File: src/logic/frtc_defs.vh
// Constants for the effects routing and trigger control block.
// Assumes inclusion by bare name from every design file of the block except the edge detector.
`ifndef FRTC_DEFS_VH
`define FRTC_DEFS_VH

// Datapath widths
`define FRTC_SMP_W 24
`define FRTC_PTR_W 21
`define FRTC_PTR_ONE 21'h000001
`define FRTC_PTR_ZERO 21'h000000
`define FRTC_SMP_MAX 24'h7fffff
`define FRTC_SMP_MIN 24'h800000
`define FRTC_SMP_ZERO 24'h000000

// Routing choices
`define FRTC_ROUTE_DELAY_THEN_COMB 2'h0
`define FRTC_ROUTE_COMB_THEN_DELAY 2'h1
`define FRTC_ROUTE_PARALLEL 2'h2
`define FRTC_ROUTE_SPLIT_CHANNEL 2'h3

// Input modes
`define FRTC_IN_STEREO 2'h0
`define FRTC_IN_SUMMED_MONO 2'h1
`define FRTC_IN_LEFT_ONLY_MONO 2'h2

// Trigger operations
`define FRTC_OP_FREEZE 2'h0
`define FRTC_OP_REVERSE 2'h1
`define FRTC_OP_RANDOMIZE 2'h2

// Display pages, one-hot
`define FRTC_PG_IDLE 4'h1
`define FRTC_PG_ROUTE 4'h2
`define FRTC_PG_INPUT 4'h4
`define FRTC_PG_EXTERNAL_TRIGGER_IN 4'h8

// Register byte offsets
`define FRTC_ADR_CTRL 8'h00
`define FRTC_ADR_STATUS 8'h04
`define FRTC_ADR_RDPTR 8'h08
`define FRTC_ADR_LOOPEND 8'h0c

// Control register fields
`define FRTC_CTRL_ROUTE_LSB 0
`define FRTC_CTRL_INMODE_LSB 2
`define FRTC_CTRL_OP_LSB 4
`define FRTC_CTRL_DEST_LSB 8
`define FRTC_DEST_W 4

// Reset values
`define FRTC_ROUTE_RST 2'h0
`define FRTC_INMODE_RST 2'h0
`define FRTC_OP_RST 2'h0
`define FRTC_DEST_RST 4'h0

`endif

File: src/logic/frtc_top.v
// Routing, input mode, page and trigger-operation control for the effects block.
// Assumes all panel, trigger and audio inputs are synchronous to clk_sys and
// that sample_valid pulses once per audio sample; the engines do the DSP.
//
// Register access over Wishbone and the register addresses were left to the implementer.
`timescale 1ns/1ps
`include "frtc_defs.vh"
module frtc_top (
  input wire clk_sys,
  input wire rst,
  input wire wb_cyc_i,
  input wire wb_stb_i,
  input wire wb_we_i,
  input wire [7:0] wb_adr_i,
  input wire [3:0] wb_sel_i,
  input wire [31:0] wb_dat_i,
  output reg [31:0] wb_dat_o,
  output reg wb_ack_o,
  input wire config_btn,
  input wire enc_step_up,
  input wire enc_step_down,
  input wire panel_trigger_btn,
  input wire external_trigger_in,
  input wire sample_valid,
  input wire [`FRTC_SMP_W-1:0] left_audio_in,
  input wire [`FRTC_SMP_W-1:0] right_audio_in,
  input wire right_jack_present,
  input wire [`FRTC_SMP_W-1:0] delay_out_l,
  input wire [`FRTC_SMP_W-1:0] delay_out_r,
  input wire [`FRTC_SMP_W-1:0] comb_out_l,
  input wire [`FRTC_SMP_W-1:0] comb_out_r,
  input wire [`FRTC_PTR_W-1:0] fb_tap_delay,
  output reg [`FRTC_SMP_W-1:0] delay_in_l_r,
  output reg [`FRTC_SMP_W-1:0] delay_in_r_r,
  output reg [`FRTC_SMP_W-1:0] comb_in_l_r,
  output reg [`FRTC_SMP_W-1:0] comb_in_r_r,
  output reg [`FRTC_SMP_W-1:0] audio_out_l_r,
  output reg [`FRTC_SMP_W-1:0] audio_out_r_r,
  output reg right_adc_en_r,
  output reg delay_wr_en_r,
  output reg [`FRTC_PTR_W-1:0] delay_wr_ptr_r,
  output reg [`FRTC_PTR_W-1:0] delay_rd_ptr_r,
  output reg freeze_on_r,
  output reg reverse_on_r,
  output reg random_event_r,
  output reg [`FRTC_DEST_W-1:0] random_dest_r,
  output reg [3:0] page_r,
  output reg [1:0] route_sel_r,
  output reg [1:0] input_mode_r,
  output reg [1:0] external_trigger_in_op_r
);
  wire cfg_press;
  wire enc_up;
  wire enc_dn;
  wire panel_rise;
  wire ext_rise;
  wire [`FRTC_SMP_W-1:0] rt_delay_l;
  wire [`FRTC_SMP_W-1:0] rt_delay_r;
  wire [`FRTC_SMP_W-1:0] rt_comb_l;
  wire [`FRTC_SMP_W-1:0] rt_comb_r;
  wire [`FRTC_SMP_W-1:0] rt_out_l;
  wire [`FRTC_SMP_W-1:0] rt_out_r;
  wire external_trigger_in_evt;
  wire bus_req;
  wire bus_wr;
  wire frz_tgl;
  wire [`FRTC_PTR_W-1:0] fb_eff;
  wire [`FRTC_PTR_W-1:0] rd_inc;
  reg [3:0] page_nxt;
  reg [1:0] route_nxt;
  reg [1:0] input_mode_nxt;
  reg [1:0] external_trigger_in_op_nxt;
  reg [`FRTC_DEST_W-1:0] dest_nxt;
  reg [31:0] rdata_nxt;
  reg [`FRTC_PTR_W-1:0] wr_ptr_r;
  reg [`FRTC_PTR_W-1:0] loop_end_r;

  // One-hot page states
  localparam [3:0] PG_IDLE = `FRTC_PG_IDLE;
  localparam [3:0] PG_ROUTE = `FRTC_PG_ROUTE;
  localparam [3:0] PG_INPUT = `FRTC_PG_INPUT;
  localparam [3:0] PG_EXTERNAL_TRIGGER_IN = `FRTC_PG_EXTERNAL_TRIGGER_IN;

  // Every button and trigger goes through the same one-pulse detector
  frtc_edge u_edge_cfg (
    .clk_sys(clk_sys),
    .rst(rst),
    .level_in(config_btn),
    .rise_pulse_r(cfg_press)
  );
  frtc_edge u_edge_up (
    .clk_sys(clk_sys),
    .rst(rst),
    .level_in(enc_step_up),
    .rise_pulse_r(enc_up)
  );
  frtc_edge u_edge_dn (
    .clk_sys(clk_sys),
    .rst(rst),
    .level_in(enc_step_down),
    .rise_pulse_r(enc_dn)
  );
  frtc_edge u_edge_panel (
    .clk_sys(clk_sys),
    .rst(rst),
    .level_in(panel_trigger_btn),
    .rise_pulse_r(panel_rise)
  );
  frtc_edge u_edge_ext (
    .clk_sys(clk_sys),
    .rst(rst),
    .level_in(external_trigger_in),
    .rise_pulse_r(ext_rise)
  );

  frtc_router u_router (
    .route_sel(route_sel_r),
    .input_mode(input_mode_r),
    .right_jack_present(right_jack_present),
    .left_audio_in(left_audio_in),
    .right_audio_in(right_audio_in),
    .delay_out_l(delay_out_l),
    .delay_out_r(delay_out_r),
    .comb_out_l(comb_out_l),
    .comb_out_r(comb_out_r),
    .delay_in_l(rt_delay_l),
    .delay_in_r(rt_delay_r),
    .comb_in_l(rt_comb_l),
    .comb_in_r(rt_comb_r),
    .out_l(rt_out_l),
    .out_r(rt_out_r)
  );

  // Simultaneous panel and external edges merge into a single event
  assign external_trigger_in_evt = panel_rise | ext_rise;
  assign frz_tgl = external_trigger_in_evt & (external_trigger_in_op_r == `FRTC_OP_FREEZE);
  assign bus_req = wb_cyc_i & wb_stb_i & ~wb_ack_o;
  // Writes commit at the edge where the master sees ack, while it still holds the request
  assign bus_wr = wb_cyc_i & wb_stb_i & wb_we_i & wb_ack_o;
  // A zero loop length would never wrap; one sample is the shortest loop
  assign fb_eff = (fb_tap_delay == `FRTC_PTR_ZERO) ? `FRTC_PTR_ONE : fb_tap_delay;
  assign rd_inc = delay_rd_ptr_r + `FRTC_PTR_ONE;

  // Three-way selections wrap in both directions
  function [1:0] step3;
    input [1:0] cur;
    input up;
    begin
      if (up)
        step3 = (cur == 2'h2) ? 2'h0 : cur + 2'h1;
      else
        step3 = (cur == 2'h0) ? 2'h2 : cur - 2'h1;
    end
  endfunction

  // Page sequence and encoder steering
  always @* begin
    page_nxt = page_r;
    route_nxt = route_sel_r;
    input_mode_nxt = input_mode_r;
    external_trigger_in_op_nxt = external_trigger_in_op_r;
    dest_nxt = random_dest_r;
    if (cfg_press) begin
      case (page_r)
        PG_IDLE: page_nxt = PG_ROUTE;
        PG_ROUTE: page_nxt = PG_INPUT;
        PG_INPUT: page_nxt = PG_EXTERNAL_TRIGGER_IN;
        PG_EXTERNAL_TRIGGER_IN: page_nxt = PG_IDLE;
        default: page_nxt = PG_IDLE;
      endcase
    end
    if (enc_up ^ enc_dn) begin
      case (page_r)
        PG_ROUTE: route_nxt = enc_up ? route_sel_r + 2'h1 : route_sel_r - 2'h1;
        PG_INPUT: input_mode_nxt = step3(input_mode_r, enc_up);
        // Only the operation moves here; freeze and reverse are view-only
        PG_EXTERNAL_TRIGGER_IN: external_trigger_in_op_nxt = step3(external_trigger_in_op_r, enc_up);
        default: route_nxt = route_sel_r;
      endcase
    end
    // Software writes take priority over a same-cycle encoder step
    if (bus_wr && wb_adr_i == `FRTC_ADR_CTRL) begin
      if (wb_sel_i[0]) begin
        route_nxt = wb_dat_i[`FRTC_CTRL_ROUTE_LSB+1:`FRTC_CTRL_ROUTE_LSB];
        if (wb_dat_i[`FRTC_CTRL_INMODE_LSB+1:`FRTC_CTRL_INMODE_LSB] != 2'h3)
          input_mode_nxt = wb_dat_i[`FRTC_CTRL_INMODE_LSB+1:`FRTC_CTRL_INMODE_LSB];
        if (wb_dat_i[`FRTC_CTRL_OP_LSB+1:`FRTC_CTRL_OP_LSB] != 2'h3)
          external_trigger_in_op_nxt = wb_dat_i[`FRTC_CTRL_OP_LSB+1:`FRTC_CTRL_OP_LSB];
      end
      if (wb_sel_i[1])
        dest_nxt = wb_dat_i[`FRTC_CTRL_DEST_LSB+`FRTC_DEST_W-1:`FRTC_CTRL_DEST_LSB];
    end
  end

  // Register read mux
  always @* begin
    rdata_nxt = 32'h00000000;
    case (wb_adr_i)
      `FRTC_ADR_CTRL: begin
        rdata_nxt[`FRTC_CTRL_ROUTE_LSB+1:`FRTC_CTRL_ROUTE_LSB] = route_sel_r;
        rdata_nxt[`FRTC_CTRL_INMODE_LSB+1:`FRTC_CTRL_INMODE_LSB] = input_mode_r;
        rdata_nxt[`FRTC_CTRL_OP_LSB+1:`FRTC_CTRL_OP_LSB] = external_trigger_in_op_r;
        rdata_nxt[`FRTC_CTRL_DEST_LSB+`FRTC_DEST_W-1:`FRTC_CTRL_DEST_LSB] = random_dest_r;
      end
      `FRTC_ADR_STATUS: begin
        rdata_nxt[7:0] = {right_adc_en_r, right_jack_present, page_r, reverse_on_r,
                          freeze_on_r};
      end
      `FRTC_ADR_RDPTR: rdata_nxt[`FRTC_PTR_W-1:0] = delay_rd_ptr_r;
      `FRTC_ADR_LOOPEND: rdata_nxt[`FRTC_PTR_W-1:0] = loop_end_r;
      default: rdata_nxt = 32'h00000000;
    endcase
  end

  // Bus slave: one wait state, unmapped reads return zero and writes drop
  always @(posedge clk_sys or posedge rst) begin
    if (rst) begin
      wb_ack_o <= 1'b0;
      wb_dat_o <= 32'h00000000;
    end else begin
      wb_ack_o <= bus_req;
      if (bus_req && !wb_we_i)
        wb_dat_o <= rdata_nxt;
    end
  end

  // Configuration state
  always @(posedge clk_sys or posedge rst) begin
    if (rst) begin
      page_r <= PG_IDLE;
      route_sel_r <= `FRTC_ROUTE_RST;
      input_mode_r <= `FRTC_INMODE_RST;
      external_trigger_in_op_r <= `FRTC_OP_RST;
      random_dest_r <= `FRTC_DEST_RST;
    end else begin
      page_r <= page_nxt;
      route_sel_r <= route_nxt;
      input_mode_r <= input_mode_nxt;
      external_trigger_in_op_r <= external_trigger_in_op_nxt;
      random_dest_r <= dest_nxt;
    end
  end

  // Trigger operations
  always @(posedge clk_sys or posedge rst) begin
    if (rst) begin
      freeze_on_r <= 1'b0;
      reverse_on_r <= 1'b0;
      random_event_r <= 1'b0;
    end else begin
      if (frz_tgl)
        freeze_on_r <= ~freeze_on_r;
      if (external_trigger_in_evt && external_trigger_in_op_r == `FRTC_OP_REVERSE)
        reverse_on_r <= ~reverse_on_r;
      random_event_r <= external_trigger_in_evt & (external_trigger_in_op_r == `FRTC_OP_RANDOMIZE);
    end
  end

  // Delay buffer pointers; a freeze toggle owns its cycle and skips that sample's write
  always @(posedge clk_sys or posedge rst) begin
    if (rst) begin
      wr_ptr_r <= `FRTC_PTR_ZERO;
      delay_wr_ptr_r <= `FRTC_PTR_ZERO;
      delay_rd_ptr_r <= `FRTC_PTR_ZERO;
      loop_end_r <= `FRTC_PTR_ZERO;
      delay_wr_en_r <= 1'b0;
    end else begin
      delay_wr_en_r <= sample_valid & ~freeze_on_r & ~frz_tgl;
      if (frz_tgl) begin
        if (!freeze_on_r) begin
          loop_end_r <= delay_rd_ptr_r;
          delay_rd_ptr_r <= delay_rd_ptr_r - fb_eff;
        end else begin
          delay_rd_ptr_r <= delay_wr_ptr_r;
        end
      end else if (sample_valid) begin
        if (!freeze_on_r) begin
          delay_wr_ptr_r <= wr_ptr_r;
          delay_rd_ptr_r <= wr_ptr_r;
          wr_ptr_r <= wr_ptr_r + `FRTC_PTR_ONE;
        end else if (rd_inc == loop_end_r) begin
          // Loop start follows the live delay time, so the period tracks it
          delay_rd_ptr_r <= loop_end_r - fb_eff;
        end else begin
          delay_rd_ptr_r <= rd_inc;
        end
      end
    end
  end

  // Audio path registered once per sample
  always @(posedge clk_sys or posedge rst) begin
    if (rst) begin
      delay_in_l_r <= `FRTC_SMP_ZERO;
      delay_in_r_r <= `FRTC_SMP_ZERO;
      comb_in_l_r <= `FRTC_SMP_ZERO;
      comb_in_r_r <= `FRTC_SMP_ZERO;
      audio_out_l_r <= `FRTC_SMP_ZERO;
      audio_out_r_r <= `FRTC_SMP_ZERO;
      right_adc_en_r <= 1'b1;
    end else begin
      right_adc_en_r <= (input_mode_r != `FRTC_IN_LEFT_ONLY_MONO);
      if (sample_valid) begin
        delay_in_l_r <= rt_delay_l;
        delay_in_r_r <= rt_delay_r;
        comb_in_l_r <= rt_comb_l;
        comb_in_r_r <= rt_comb_r;
        audio_out_l_r <= rt_out_l;
        audio_out_r_r <= rt_out_r;
      end
    end
  end
endmodule // frtc_top

File: src/logic/frtc_edge.v
// Rising-edge detector producing one registered pulse per low-to-high step.
// Assumes the input is already synchronous to clk_sys.
`timescale 1ns/1ps
module frtc_edge (
  input wire clk_sys,
  input wire rst,
  input wire level_in,
  output reg rise_pulse_r
);
  reg prev_r;

  always @(posedge clk_sys or posedge rst) begin
    if (rst) begin
      prev_r <= 1'b0;
      rise_pulse_r <= 1'b0;
    end else begin
      prev_r <= level_in;
      // A held level gives only the first pulse
      rise_pulse_r <= level_in & ~prev_r;
    end
  end
endmodule // frtc_edge

File: src/logic/frtc_router.v
// Combinational input conditioning and routing between delay and comb engines.
// Assumes the caller registers all outputs on its sample strobe.
`timescale 1ns/1ps
`include "frtc_defs.vh"
module frtc_router (
  input wire [1:0] route_sel,
  input wire [1:0] input_mode,
  input wire right_jack_present,
  input wire [`FRTC_SMP_W-1:0] left_audio_in,
  input wire [`FRTC_SMP_W-1:0] right_audio_in,
  input wire [`FRTC_SMP_W-1:0] delay_out_l,
  input wire [`FRTC_SMP_W-1:0] delay_out_r,
  input wire [`FRTC_SMP_W-1:0] comb_out_l,
  input wire [`FRTC_SMP_W-1:0] comb_out_r,
  output reg [`FRTC_SMP_W-1:0] delay_in_l,
  output reg [`FRTC_SMP_W-1:0] delay_in_r,
  output reg [`FRTC_SMP_W-1:0] comb_in_l,
  output reg [`FRTC_SMP_W-1:0] comb_in_r,
  output reg [`FRTC_SMP_W-1:0] out_l,
  output reg [`FRTC_SMP_W-1:0] out_r
);
  reg [`FRTC_SMP_W-1:0] fx_l;
  reg [`FRTC_SMP_W-1:0] fx_r;

  // Saturate rather than wrap, so a loud sum clips instead of flipping sign
  function [`FRTC_SMP_W-1:0] sat_add;
    input [`FRTC_SMP_W-1:0] a;
    input [`FRTC_SMP_W-1:0] b;
    reg [`FRTC_SMP_W:0] s;
    begin
      s = {a[`FRTC_SMP_W-1], a} + {b[`FRTC_SMP_W-1], b};
      if (s[`FRTC_SMP_W] != s[`FRTC_SMP_W-1])
        sat_add = s[`FRTC_SMP_W] ? `FRTC_SMP_MIN : `FRTC_SMP_MAX;
      else
        sat_add = s[`FRTC_SMP_W-1:0];
    end
  endfunction

  always @* begin
    fx_l = left_audio_in;
    fx_r = right_audio_in;
    case (input_mode)
      `FRTC_IN_STEREO: begin
        fx_r = right_jack_present ? right_audio_in : left_audio_in;
      end
      `FRTC_IN_SUMMED_MONO: begin
        fx_l = sat_add(left_audio_in, right_audio_in);
        fx_r = fx_l;
      end
      `FRTC_IN_LEFT_ONLY_MONO: begin
        fx_r = left_audio_in;
      end
      default: begin
        fx_r = right_audio_in;
      end
    endcase
    delay_in_l = fx_l;
    delay_in_r = fx_r;
    comb_in_l = fx_l;
    comb_in_r = fx_r;
    out_l = comb_out_l;
    out_r = comb_out_r;
    case (route_sel)
      `FRTC_ROUTE_DELAY_THEN_COMB: begin
        comb_in_l = delay_out_l;
        comb_in_r = delay_out_r;
      end
      `FRTC_ROUTE_COMB_THEN_DELAY: begin
        delay_in_l = comb_out_l;
        delay_in_r = comb_out_r;
        out_l = delay_out_l;
        out_r = delay_out_r;
      end
      `FRTC_ROUTE_PARALLEL: begin
        out_l = sat_add(delay_out_l, comb_out_l);
        out_r = sat_add(delay_out_r, comb_out_r);
      end
      `FRTC_ROUTE_SPLIT_CHANNEL: begin
        delay_in_r = `FRTC_SMP_ZERO;
        comb_in_l = `FRTC_SMP_ZERO;
        out_l = delay_out_l;
        out_r = comb_out_r;
      end
      default: begin
        out_l = comb_out_l;
      end
    endcase
  end
endmodule // frtc_router

File: config.mk
export PLATFORM = sky130hd
export DESIGN_NAME = frtc_top
export DESIGN_NICKNAME = d
export VERILOG_FILES = /design/src/logic/frtc_top.v /design/src/logic/frtc_edge.v /design/src/logic/frtc_router.v
export VERILOG_INCLUDE_DIRS = /design/src /design/src/logic
export SDC_FILE = /design/constraint.sdc
export NUM_CORES = 1
export LEC_CHECK = 0
export ABC_CLOCK_PERIOD_IN_PS = 15400
export BUFFER_PORTS_ARGS = -buffer_cell sky130_fd_sc_hd__buf_2
export CORE_ASPECT_RATIO = 0.75
export CORE_MARGIN = 2
export CORE_UTILIZATION = 30
export CTS_BUF_LIST = sky130_fd_sc_hd__clkbuf_8
export CTS_CLUSTER_DIAMETER = 80
export CTS_CLUSTER_SIZE = 14
export DETAILED_ROUTE_END_ITERATION = 7
export HOLD_SLACK_MARGIN = 0.06
export PLACE_DENSITY = 0.51
export SETUP_SLACK_MARGIN = 0.05
export SLEW_MARGIN = 20
export SYNTH_ARGS = -nofsm -noshare
export SYNTH_HDL_FRONTEND = slang
export SYNTH_SLANG_ARGS = --single-unit
File: constraint.sdc
create_clock -name clk_sys -period 15.4 [get_ports clk_sys]
set_input_delay 2.31 -clock clk_sys [delete_from_list [all_inputs] [get_ports clk_sys]]
set_output_delay 2.31 -clock clk_sys [all_outputs]
set_load 0.005 [all_outputs]
==> results of run 1 <==
[sequential cells by signal (all words and copies together) (netlist names), 24 cells and up]
name / cells
comb_in_r_r: 24
comb_in_l_r: 24
delay_in_r_r: 24
audio_out_r_r: 24
audio_out_l_r: 24
delay_in_l_r: 24
[critical path: cells and delay by family]
kind	cells	cell delay (ns)
compound gates	7	3.02
fa+ha+maj	2	0.62
buf+inv	3	0.51
simple gates	2	0.44
[placed cells by master (no fill, tap or decap), types with 20 or more instances in the layout]
cell type / Yosys / routed
nor2b_1: 74 / 74
a31oi_1: 26 / 26
buf_4: 11 / 35
nand3_1: 47 / 47
a221o_1: 56 / 56
o21a_1: 27 / 27
a22oi_1: 30 / 30
xnor2_1: 98 / 98
nand2_1: 155 / 155
xor2_1: 47 / 46
nor2_1: 162 / 158
o21ai_0: 191 / 191
nor3_1: 49 / 49
buf_2: 14 / 422
clkbuf_8: 0 / 32
mux2_2: 76 / 76
and3_1: 33 / 33
a21o_1: 34 / 34
inv_1: 82 / 87
a211oi_1: 20 / 20
mux2i_1: 21 / 21
o22ai_1: 58 / 58
a21oi_1: 219 / 219
dfrtp_1: 277 / 276
ha_1: 127 / 126
[worst max-delay path by stage]
stage                     slack (ns)                           end  depth (start not counted)        startpoint
after floorplan                 5.40  audio_out_l_r[0]$_DFFE_PP0P_                          1               rst
after global placement          8.75  delay_in_r_r[10]$_DFFE_PP0P_                         14  left_audio_in[0]
after detailed placement        8.66  delay_in_r_r[10]$_DFFE_PP0P_                         14  left_audio_in[0]
after CTS                       9.36   comb_in_r_r[10]$_DFFE_PP0P_                         14  left_audio_in[0]
after global routing            8.91  delay_in_r_r[10]$_DFFE_PP0P_                         14  left_audio_in[0]
final                           9.11   comb_in_r_r[10]$_DFFE_PP0P_                         14  left_audio_in[0]
[cell families (layout without fill, tap and decap cells)]
group	count (synthesis)	after routing	share of synthesized area
compound gates	876	876	0.2739
xor+xnor	152	152	0.06671
fa+ha+maj	133	133	0.07974
buf+inv	233	596	0.04457
flops	279	279	0.3278
mux	103	103	0.05637
other cells	1	19	0.0001760
simple gates	639	639	0.1508
[layout make-up]
cell class / instances / share of cell area
Sequential cell: 279 / 0.2799
Tap cell: 946 / 0.04743
Antenna cell: 8 / 0.0008022
Clock buffer: 32 / 0.01765
Multi-Input combinational cell: 1914 / 0.5387
Inverter: 84 / 0.01294
Clock inverter: 22 / 0.006970
Timing Repair Buffer: 458 / 0.09562
[power by group]
part / switching, W / total [W] / internal (W) / leakage (nW)
combinational: 0.00138 / 0.00229 / 0.000909 / 7.47
sequential: 0.000293 / 0.00128 / 0.000988 / 3.49
clock: 0.000341 / 0.000547 / 0.000206 / 0.337
[stage by stage]
step                cell area (sq um)  std cells  hold WS [ns]
floorplan                       21350       2426        0.3777
global placement                24310       3681        0.3839
detailed placement              24310       3681        0.3830
CTS                             24930       3735        0.4309
global route                    24950       3741        0.4444
finish                          24950       3743        0.4269
[per-layer routing]
metal	global-route usage	share of wire	vias up
li1	-	-	9738
met1	0.3922	0.49	10620
met2	0.3417	0.40	943
met3	0.04969	0.080	148
met4	0.05711	0.024	26
met5	0	0.0017	-
==> metrics.cfg, run 1 <==
[timing]
slew_violations = 0
layout_setup_ws_ns = 9.105
setup_violations = 0
relSlewSlack = 0.2449
fin_crit_sh = 0.4088
finalCriticalPeriod_ns = 6.295
max_freq_mhz = 158.9
tns_ns = 0
clock_skew_ns = 0.02937
hold_viol_final = 0
rsz0062_at_grt = no
worst-slew-pin-transition_ns = 1.125

[worst_setup_path]
critical_path.max_stage_delay_ns = 0.83
reg2reg_from = delay_rd_ptr_r[1]$_DFFE_PP0P_
ff2ff_setup_slack_ns = 11.06
r2r-end = delay_rd_ptr_r[4]$_DFFE_PP0P_
slowest_stage = a21boi_0
cp.required_ns = 16.02
crit_type = in2reg
cp-start-kind = primary input
reg2regPathDepth = 10
end_kind = register
crit_chain = buf_2 -> ha_1 -> inv_1 -> fa_1 -> nor2b_1 -> o31a_1 -> o41ai_2 -> a2111oi_1 -> nor2_1 -> a311oi_2 -> buf_4 -> a21boi_0 -> o22a_1 -> a221o_1
cp.arrival_ns = 6.91
crit_fanout = 17

[place]
io_buffers = 423
dp_hpwl_mm = 72.88
pre_cts_ws_ns = 8.656
gp_congestion = 0.9602

[logic_synthesis]
synthMostInstantiatedCell = dfrtp_1
synth_area_sq_um = 21310
synth.area.top_cells = dfrtp_1, ha_1, a21oi_1
yosys_most_used_dff = dfrtp_1
synth-edff-count = 0
syn_inst = 2416
yosysTopAreaCell = dfrtp_1
syn_area_per_cell_sq_um = 8.820
yosys-top-cells-count = dfrtp_1, a21oi_1, o21ai_0, nor2_1, nand2_1
ys_warn_count = 0
synth_cell_types = 100
synth-seq-area-share = 0.3278
ys_ff_latch = 279
synth_top_area_frac = 0.3253
postSynth.asyncResetShare = 1.000

[final_layout]
final_nets = 3121
regArea_sq_um = 6985
fillers = 7410
area_growth_pct = 17.11
fin_util = 0.3554
multi_input_area_sq_um = 13440
drive_above_1_share = 0.2298

[drt]
routed_wl_mm = 94.99
drtIter0Drc = 2437
wl_per_cell_microns = 25.38
drc = 0
vias = 21470
routed_via_density = 5.736
drt_pass1_iterations = 6
ant_nets = 0

[floorplanning]
die_x_microns = 311.7
rows = 84
start_util = 0.3035
die_y_microns = 234.8
io_pins = 459
die_area_sq_um = 73200
core_area_sq_um = 70210

[flow_run]
max_cap_viol_count = 0

[clock_network]
hold_buffers = 0
htreeDepth = 1
clk_path_buf_depth = 3
postCtsSetupBuffers = 0
cts_made_buffers = 31
clk_latency_ns = 0.67
cts_tree = yes
cts_resized = 0
cts.sinks = 279
root_buffer = clkbuf_8
clk_pin_slew_worst_paths_ns = 0.10

[worst_hold_path]
hold_end = u_edge_ext.rise_pulse_r$_DFF_PP0_
holdPathStages = 1
worstHoldStart = u_edge_ext.prev_r$_DFF_PP0_
worstHoldPathType = reg2reg

[global_routing]
grt_pass1_wl_mm = 139.1
grt_pass1_vias = 20240
grt_usage = 0.2491
grt_antenna_before_repair = 26
grt_max_degree = 80
grt_overflow = 0

[power_and_ir_drop]
leakage_nw = 11.30
power_w = 0.004118
vdd_drop_max_uv = 75.29
power.density_nw_per_um2 = 165.0

[status]
status = complete, no violations

Note: power is estimated with default switching activity, not from simulation.
==> run 2: changes to the inputs <==
- ABC_AREA: unset -> 1
- ABC_CLOCK_PERIOD_IN_PS: 15400 -> 5400
- PLACE_DENSITY: 0.51 -> 0.53
- clock period: 15.4 -> 5.4 ns (I/O delays scaled with it)
==> metrics.cfg, run 2 <==
[worst_setup_path]
crit_fanout = 35  ; +18
critical_path.max_stage_delay_ns = 0.70  ; -0.13 ns
crit_chain = inv_1 -> ha_1 -> nand2_2 -> inv_1 -> nor3_2 -> buf_4 -> clkinv_1 -> o21ai_0
cp.required_ns = 5.96  ; -10.06 ns
crit_start = external_trigger_in_op_r[0]$_DFF_PP0_
reg2reg_from = external_trigger_in_op_r[0]$_DFF_PP0_
crit_type = reg2reg
ff2ff_setup_slack_ns = 1.40  ; -9.66 ns
path_common_cell = inv_1
cp.arrival_ns = 4.55  ; -2.36 ns
slowest_stage = clkinv_1
end_kind = register
cp-start-kind = register

[timing]
max_freq_mhz = 250.3
holdWs_ns = 0.2415  ; -0.1854 ns
rsz0062_at_grt = no
relSlewSlack = 0.2710  ; +0.02608
clock_skew_ns = 0.03966  ; +0.01029 ns
worst-slew-pin-transition_ns = 1.092  ; -0.03222 ns
fin_crit_sh = 0.7400
finalCriticalPeriod_ns = 3.996
tns_ns = 0  ; unchanged
setup_violations = 0  ; unchanged
hold_viol_final = 0  ; unchanged
slew_violations = 0  ; unchanged
layout_setup_ws_ns = 1.404  ; -7.701 ns

[logic_synthesis]
synthMostInstantiatedCell = nand2_1
syn_area_per_cell_sq_um = 6.493  ; -26%
synth-seq-area-share = 0.3058  ; -0.02201
yosys_most_used_dff = dfrtp_1
syn_inst = 3518  ; +46%
synth.area.top_cells = dfrtp_1, nand2_1, a21oi_1
yosysTopAreaCell = dfrtp_1
ys_ff_latch = 279  ; unchanged
ys_warn_count = 0  ; unchanged
synth-edff-count = 0  ; unchanged
synth_top_area_frac = 0.3035  ; -0.02185
yosys-top-cells-count = nand2_1, nor2_1, a21oi_1, inv_1, dfrtp_1
postSynth.asyncResetShare = 1.000  ; unchanged
synth_area_sq_um = 22840  ; +7.2%
synth_cell_types = 52  ; -48%

[power_and_ir_drop]
swShare = 0.5277  ; +0.03859
p_switching_w = 0.006552  ; +230%
power.density_nw_per_um2 = 468.3  ; +180%
leakage_nw = 13.89  ; +23%
vdd_drop_max_uv = 405.4  ; +440%
internal-power_w = 0.005864  ; +180%
pwr-share-clk = 0.120  ; -0.013
p_comb_frac = 0.574  ; +0.018
p_seq_frac = 0.307  ; -0.004

[drt]
routed_via_density = 5.041  ; -12%
met2_length_mm = 38.50  ; +0.36%
drt_pass1_iterations = 6  ; unchanged
ant_nets = 0  ; unchanged
drc = 0  ; unchanged
drt-met1-wl_mm = 49.73  ; +6.9%
wl_per_cell_microns = 20.16  ; -21%
routed_wl_mm = 99.05  ; +4.3%
wl_met3_mm = 8.486  ; +11%
top_layer = met5
drtIter0Drc = 2598  ; +6.6%
vias = 24770  ; +15%

[clock_network]
root_buffer = clkbuf_8
clk_pin_slew_worst_paths_ns = 0.11  ; about the same
clk_latency_ns = 0.70  ; +0.03 ns
cts_made_buffers = 28  ; -9.7%
cts_tree = yes
hold_buffers = 0  ; unchanged
cts.sinks = 279  ; unchanged
clk_path_buf_depth = 3  ; unchanged
htreeDepth = 1  ; unchanged
cts_resized = 0  ; unchanged
postCtsSetupBuffers = 0  ; unchanged

[global_routing]
grt_max_degree = 217  ; +170%
grt_usage = 0.2459  ; -0.003139
grt_pass1_wl_mm = 147.4  ; +5.9%
grt_antenna_before_repair = 23  ; -12%
grt_overflow = 0  ; unchanged
grt_pass1_vias = 22650  ; +12%

[final_layout]
area_growth_pct = 16.07
layout_common_cells = nand2_1, buf_2, nor2_1, a21oi_1, inv_1
fillers = 8470  ; +14%
drive_above_1_share = 0.1405  ; -0.08930
final_cells = 4913  ; +31%
fin_util = 0.3520  ; -0.003479
final_common_cell = nand2_1
final_nets = 4215  ; +35%

[floorplanning]
die_x_microns = 322.6  ; +3.5%
start_util = 0.3032  ; about the same
die_y_microns = 243.0  ; +3.5%
core_area_sq_um = 75330  ; +7.3%
die_area_sq_um = 78390  ; +7.1%
io_pins = 459  ; unchanged
rows = 87  ; +3.6%

[flow_run]
max_cap_viol_count = 0  ; unchanged

[worst_hold_path]
worstHoldPathType = in2reg
worstHoldStart = external_trigger_in

[place]
dp_cells = 4855  ; +32%
pre_cts_ws_ns = 1.041  ; -7.616 ns
gp_congestion = 0.9775  ; +1.8%
io_buffers = 423  ; unchanged
dp_hpwl_mm = 77.92  ; +6.9%

[status]
status = complete, no violations

[run 2: layout make-up]
cell class	count	area, sq um	share of cell area
Antenna cell	12	30.03	0.001133
Timing Repair Buffer	453	2392	0.09024
Inverter	336	1270	0.04790
Sequential cell	279	6984	0.2634
Multi-Input combinational cell	2764	14000	0.5282
Clock buffer	30	412.9	0.01557
Tap cell	1023	1280	0.04828
Clock inverter	16	138.9	0.005239
[run 2: metal layers]
layer,GRT usage,up-vias
met5,0,-
met3,0.04689,115
met2,0.3286,923
li1,-,12190
met4,0.05404,16
met1,0.3956,11530
[run 2: worst max-delay path: cells and delay by family, from the launching register on]
family	cells	cell delay [ns]
AND/OR/NAND/NOR	2	1.09
buffers and inverters	4	1.62
flip-flops	1	0.45
adder cells (fa/ha/maj)	1	0.23
AO/OA/AOI/OAI	1	0.42
[run 2: kinds of logic after synthesis]
family,after synthesis,synth area share
compound gates,729,0.1736
xor+xnor,116,0.04448
fa+ha+maj,132,0.07395
buf+inv,485,0.08370
flops,279,0.3058
mux,4,0.001972
other cells,1,0.0001642
simple gates,1772,0.3164
[run 2: stage by stage]
stage / instance area, sq um / power (W)
detailed placement: 25930 / 0.01085
floorplan: 22880 / 0.007929
global route: 26500 / 0.01349
CTS: 26480 / 0.01241
global placement: 25930 / 0.01083
finish: 26510 / 0.01242
[run 2: final timing paths]
path,end,cells past startpoint
max,delay_wr_ptr_r[14]$_DFFE_PP0P_,8
max reg2reg,delay_wr_ptr_r[14]$_DFFE_PP0P_,8
min reg2reg,u_edge_panel.rise_pulse_r$_DFF_PP0_,1
min,u_edge_ext.prev_r$_DFF_PP0_,1
max in group asynchronous,loop_end_r[8]$_DFFE_PP0P_,3
min in group asynchronous,delay_wr_ptr_r[16]$_DFFE_PP0P_,2
[run 2: power groups by stage]
stage	combinational (W)	clock [W]	sequential [W]
3_3_place_gp	0.00702	0	0.00381
6_report	0.00712	0.00148	0.00381
3_5_place_dp	0.00705	0	0.00381
4_1_cts	0.00708	0.00155	0.00378
2_1_floorplan	0.00440	0	0.00353
5_1_grt	0.00798	0.00161	0.00389
==> run 3: changes to the inputs <==
- ABC_AREA: 1 -> 0
- ABC_CLOCK_PERIOD_IN_PS: 5400 -> 3800
- PLACE_DENSITY: 0.53 -> 0.51
- clock period: 5.4 -> 3.8 ns (I/O delays scaled with it)
==> metrics.cfg, run 3 (synthesis gave the netlist of run 1 again) <==
[status]
status = complete, no violations

[clock_network]
cts_made_buffers = 28  ; unchanged
postCtsSetupBuffers = 0  ; unchanged
cts_tree = yes
clk_latency_ns = 0.68  ; -0.02 ns
clk_path_buf_depth = 3  ; unchanged
clk_pin_slew_worst_paths_ns = 0.12  ; about the same
htreeDepth = 1  ; unchanged
cts.sinks = 279  ; unchanged
root_buffer = clkbuf_8

[timing]
relSlewSlack = 0.2236  ; -0.04735
rsz0062_at_grt = no
finalCriticalPeriod_ns = 3.595  ; -0.4011 ns
clock_skew_ns = 0.03362  ; -0.006047 ns
slew_violations = 0  ; unchanged
max_freq_mhz = 278.2  ; +11%
holdWs_ns = 0.1218  ; -0.1197 ns
hold_viol_final = 0  ; unchanged
fin_crit_sh = 0.9460  ; +0.2060
worst-slew-pin-transition_ns = 1.152  ; +0.06002 ns
setup_violations = 0  ; unchanged

[final_layout]
multi_input_area_sq_um = 13440  ; -4.0%
regArea_sq_um = 6985  ; about the same
drive_above_1_share = 0.2749  ; +0.1344
final_nets = 3309  ; -21%
layout_common_cells = buf_2, dfrtp_1, a21oi_1, buf_4, o21ai_0
final_area_sq_um = 26440  ; -0.28%
area_growth_pct = 24.07
final_common_cell = buf_2
fillers = 7273  ; -14%

[power_and_ir_drop]
p_seq_frac = 0.287  ; -0.020
internal-power_w = 0.009078  ; +55%
vdd_drop_max_uv = 461.1  ; +14%
swShare = 0.4796  ; -0.04803
p_switching_w = 0.008368  ; +28%
pwr-share-clk = 0.117  ; -0.003
leakage_nw = 12.19  ; -12%
power.density_nw_per_um2 = 659.9  ; +41%
p_comb_frac = 0.595  ; +0.021

[drt]
ant_nets = 0  ; unchanged
drt_pass1_iterations = 6  ; unchanged
routed_wl_mm = 99.25  ; +0.20%
vias = 22300  ; -10%
routed_via_density = 5.676  ; +13%
drc = 0  ; unchanged
wl_per_cell_microns = 25.26  ; +25%
drtIter0Drc = 2283  ; -12%

[place]
io_buffers = 423  ; unchanged
dpl_cell_area_sq_um = 25810  ; -0.45%
gp_congestion = 0.9455  ; -3.3%
dp_hpwl_mm = 78.31  ; +0.50%

[global_routing]
grt_antenna_before_repair = 26  ; +13%
grt_usage = 0.2603  ; +0.01438
grt_overflow = 0  ; unchanged
grt_max_degree = 80  ; -63%
grt_pass1_wl_mm = 144.9  ; -1.7%
grt_pass1_vias = 21180  ; -6.5%

[worst_setup_path]
cp.arrival_ns = 4.18  ; -0.37 ns
crit_chain = ha_1 -> and4_1 -> nor2_1 -> a2111oi_2 -> buf_4 -> o311ai_0 -> or4_1 -> or4_1 -> o31a_1 -> a31oi_1 -> buf_4 -> o22ai_1
critical_path.max_stage_delay_ns = 0.58  ; -0.12 ns
slowest_stage = or4_1
reg2regPathDepth = 12  ; +4
cp.required_ns = 4.38  ; -1.58 ns
end_kind = register
cp-start-kind = register
crit_type = reg2reg
crit_fanout = 4  ; -89%

[floorplanning]
rows = 84  ; -3.4%
io_pins = 459  ; unchanged
start_util = 0.3035  ; about the same
die_x_microns = 311.7  ; -3.4%
die_y_microns = 234.8  ; -3.4%
core_area_sq_um = 70210  ; -6.8%
die_area_sq_um = 73200  ; -6.6%

[worst_hold_path]
worstHoldPathType = in2reg
holdPathStages = 2  ; +1

[flow_run]
max_cap_viol_count = 0  ; unchanged

==> run 3: final timing paths <==
check | startpoint | to | slack, ns
min | wb_dat_i[10] | random_dest_r[2]$_DFFE_PP0P_ | 0.12
max | delay_rd_ptr_r[1]$_DFFE_PP0P_ | delay_rd_ptr_r[19]$_DFFE_PP0P_ | 0.21
max in group asynchronous | rst | comb_in_l_r[7]$_DFFE_PP0P_ | 2.28
min in group asynchronous | rst | u_edge_up.prev_r$_DFF_PP0_ | 0.60
max reg2reg | delay_rd_ptr_r[1]$_DFFE_PP0P_ | delay_rd_ptr_r[19]$_DFFE_PP0P_ | 0.21
min reg2reg | u_edge_panel.prev_r$_DFF_PP0_ | u_edge_panel.rise_pulse_r$_DFF_PP0_ | 0.40
==> run 3: critical path: cells and delay by family (launching register included) <==
| family | cells | cell delay [ns] |
|---|---|---|
| flops | 1 | 0.37 |
| simple gates | 4 | 1.41 |
| compound gates | 5 | 1.07 |
| buf+inv | 2 | 0.33 |
| fa+ha+maj | 1 | 0.31 |
==> run 3: layout make-up <==
| type | count | area share |
|---|---|---|
| multi-input cells | 1914 | 0.5083 |
| flip-flops and latches | 279 | 0.2642 |
| repair buffers | 649 | 0.1498 |
| well taps | 946 | 0.04477 |
| clock buffers | 30 | 0.01562 |
| inverters | 84 | 0.01207 |
| clock inverters | 12 | 0.003786 |
| diodes | 15 | 0.001420 |
==> run 3: per-stage QoR <==
step                setup slack (ns)  power [W]  utilization  setup TNS [ns]  cells
detailed placement           -0.4207    0.01519       0.3677          -7.105   3866
global route                 0.07617    0.01851       0.3766               0   3929
CTS                           0.1145    0.01730       0.3759               0   3914
floorplan                    -0.4617    0.01041            -         -127.89   2426
global placement             -0.4025    0.01509       0.3677          -5.160   3866
finish                        0.2051    0.01745       0.3766               0   3929
==> run 3: power by group through the flow <==
stage | clock [W] | sequential, W | combinational, W
floorplan | 0 | 0.00480 | 0.00561
global placement | 0 | 0.00500 | 0.0101
detailed placement | 0 | 0.00503 | 0.0102
CTS | 0.00211 | 0.00499 | 0.0102
global route | 0.00222 | 0.00513 | 0.0112
finish | 0.00205 | 0.00501 | 0.0104
==> run 3: per-layer routing <==
| layer | vias to the layer above | GRT usage | share of wire |
|---|---|---|---|
| met5 | - | 0 | 0.0011 |
| met4 | 18 | 0.06804 | 0.026 |
| met3 | 153 | 0.05922 | 0.088 |
| met2 | 986 | 0.3522 | 0.39 |
| met1 | 11030 | 0.4060 | 0.49 |
| li1 | 10120 | - | - |
==> run 3: what timing repair did <==
action,CTS,global route
gates resized for setup,1,2
hold endpoints to repair,28,0
pin swaps,0,1
setup endpoints to repair,1,2
hold buffers,6,0
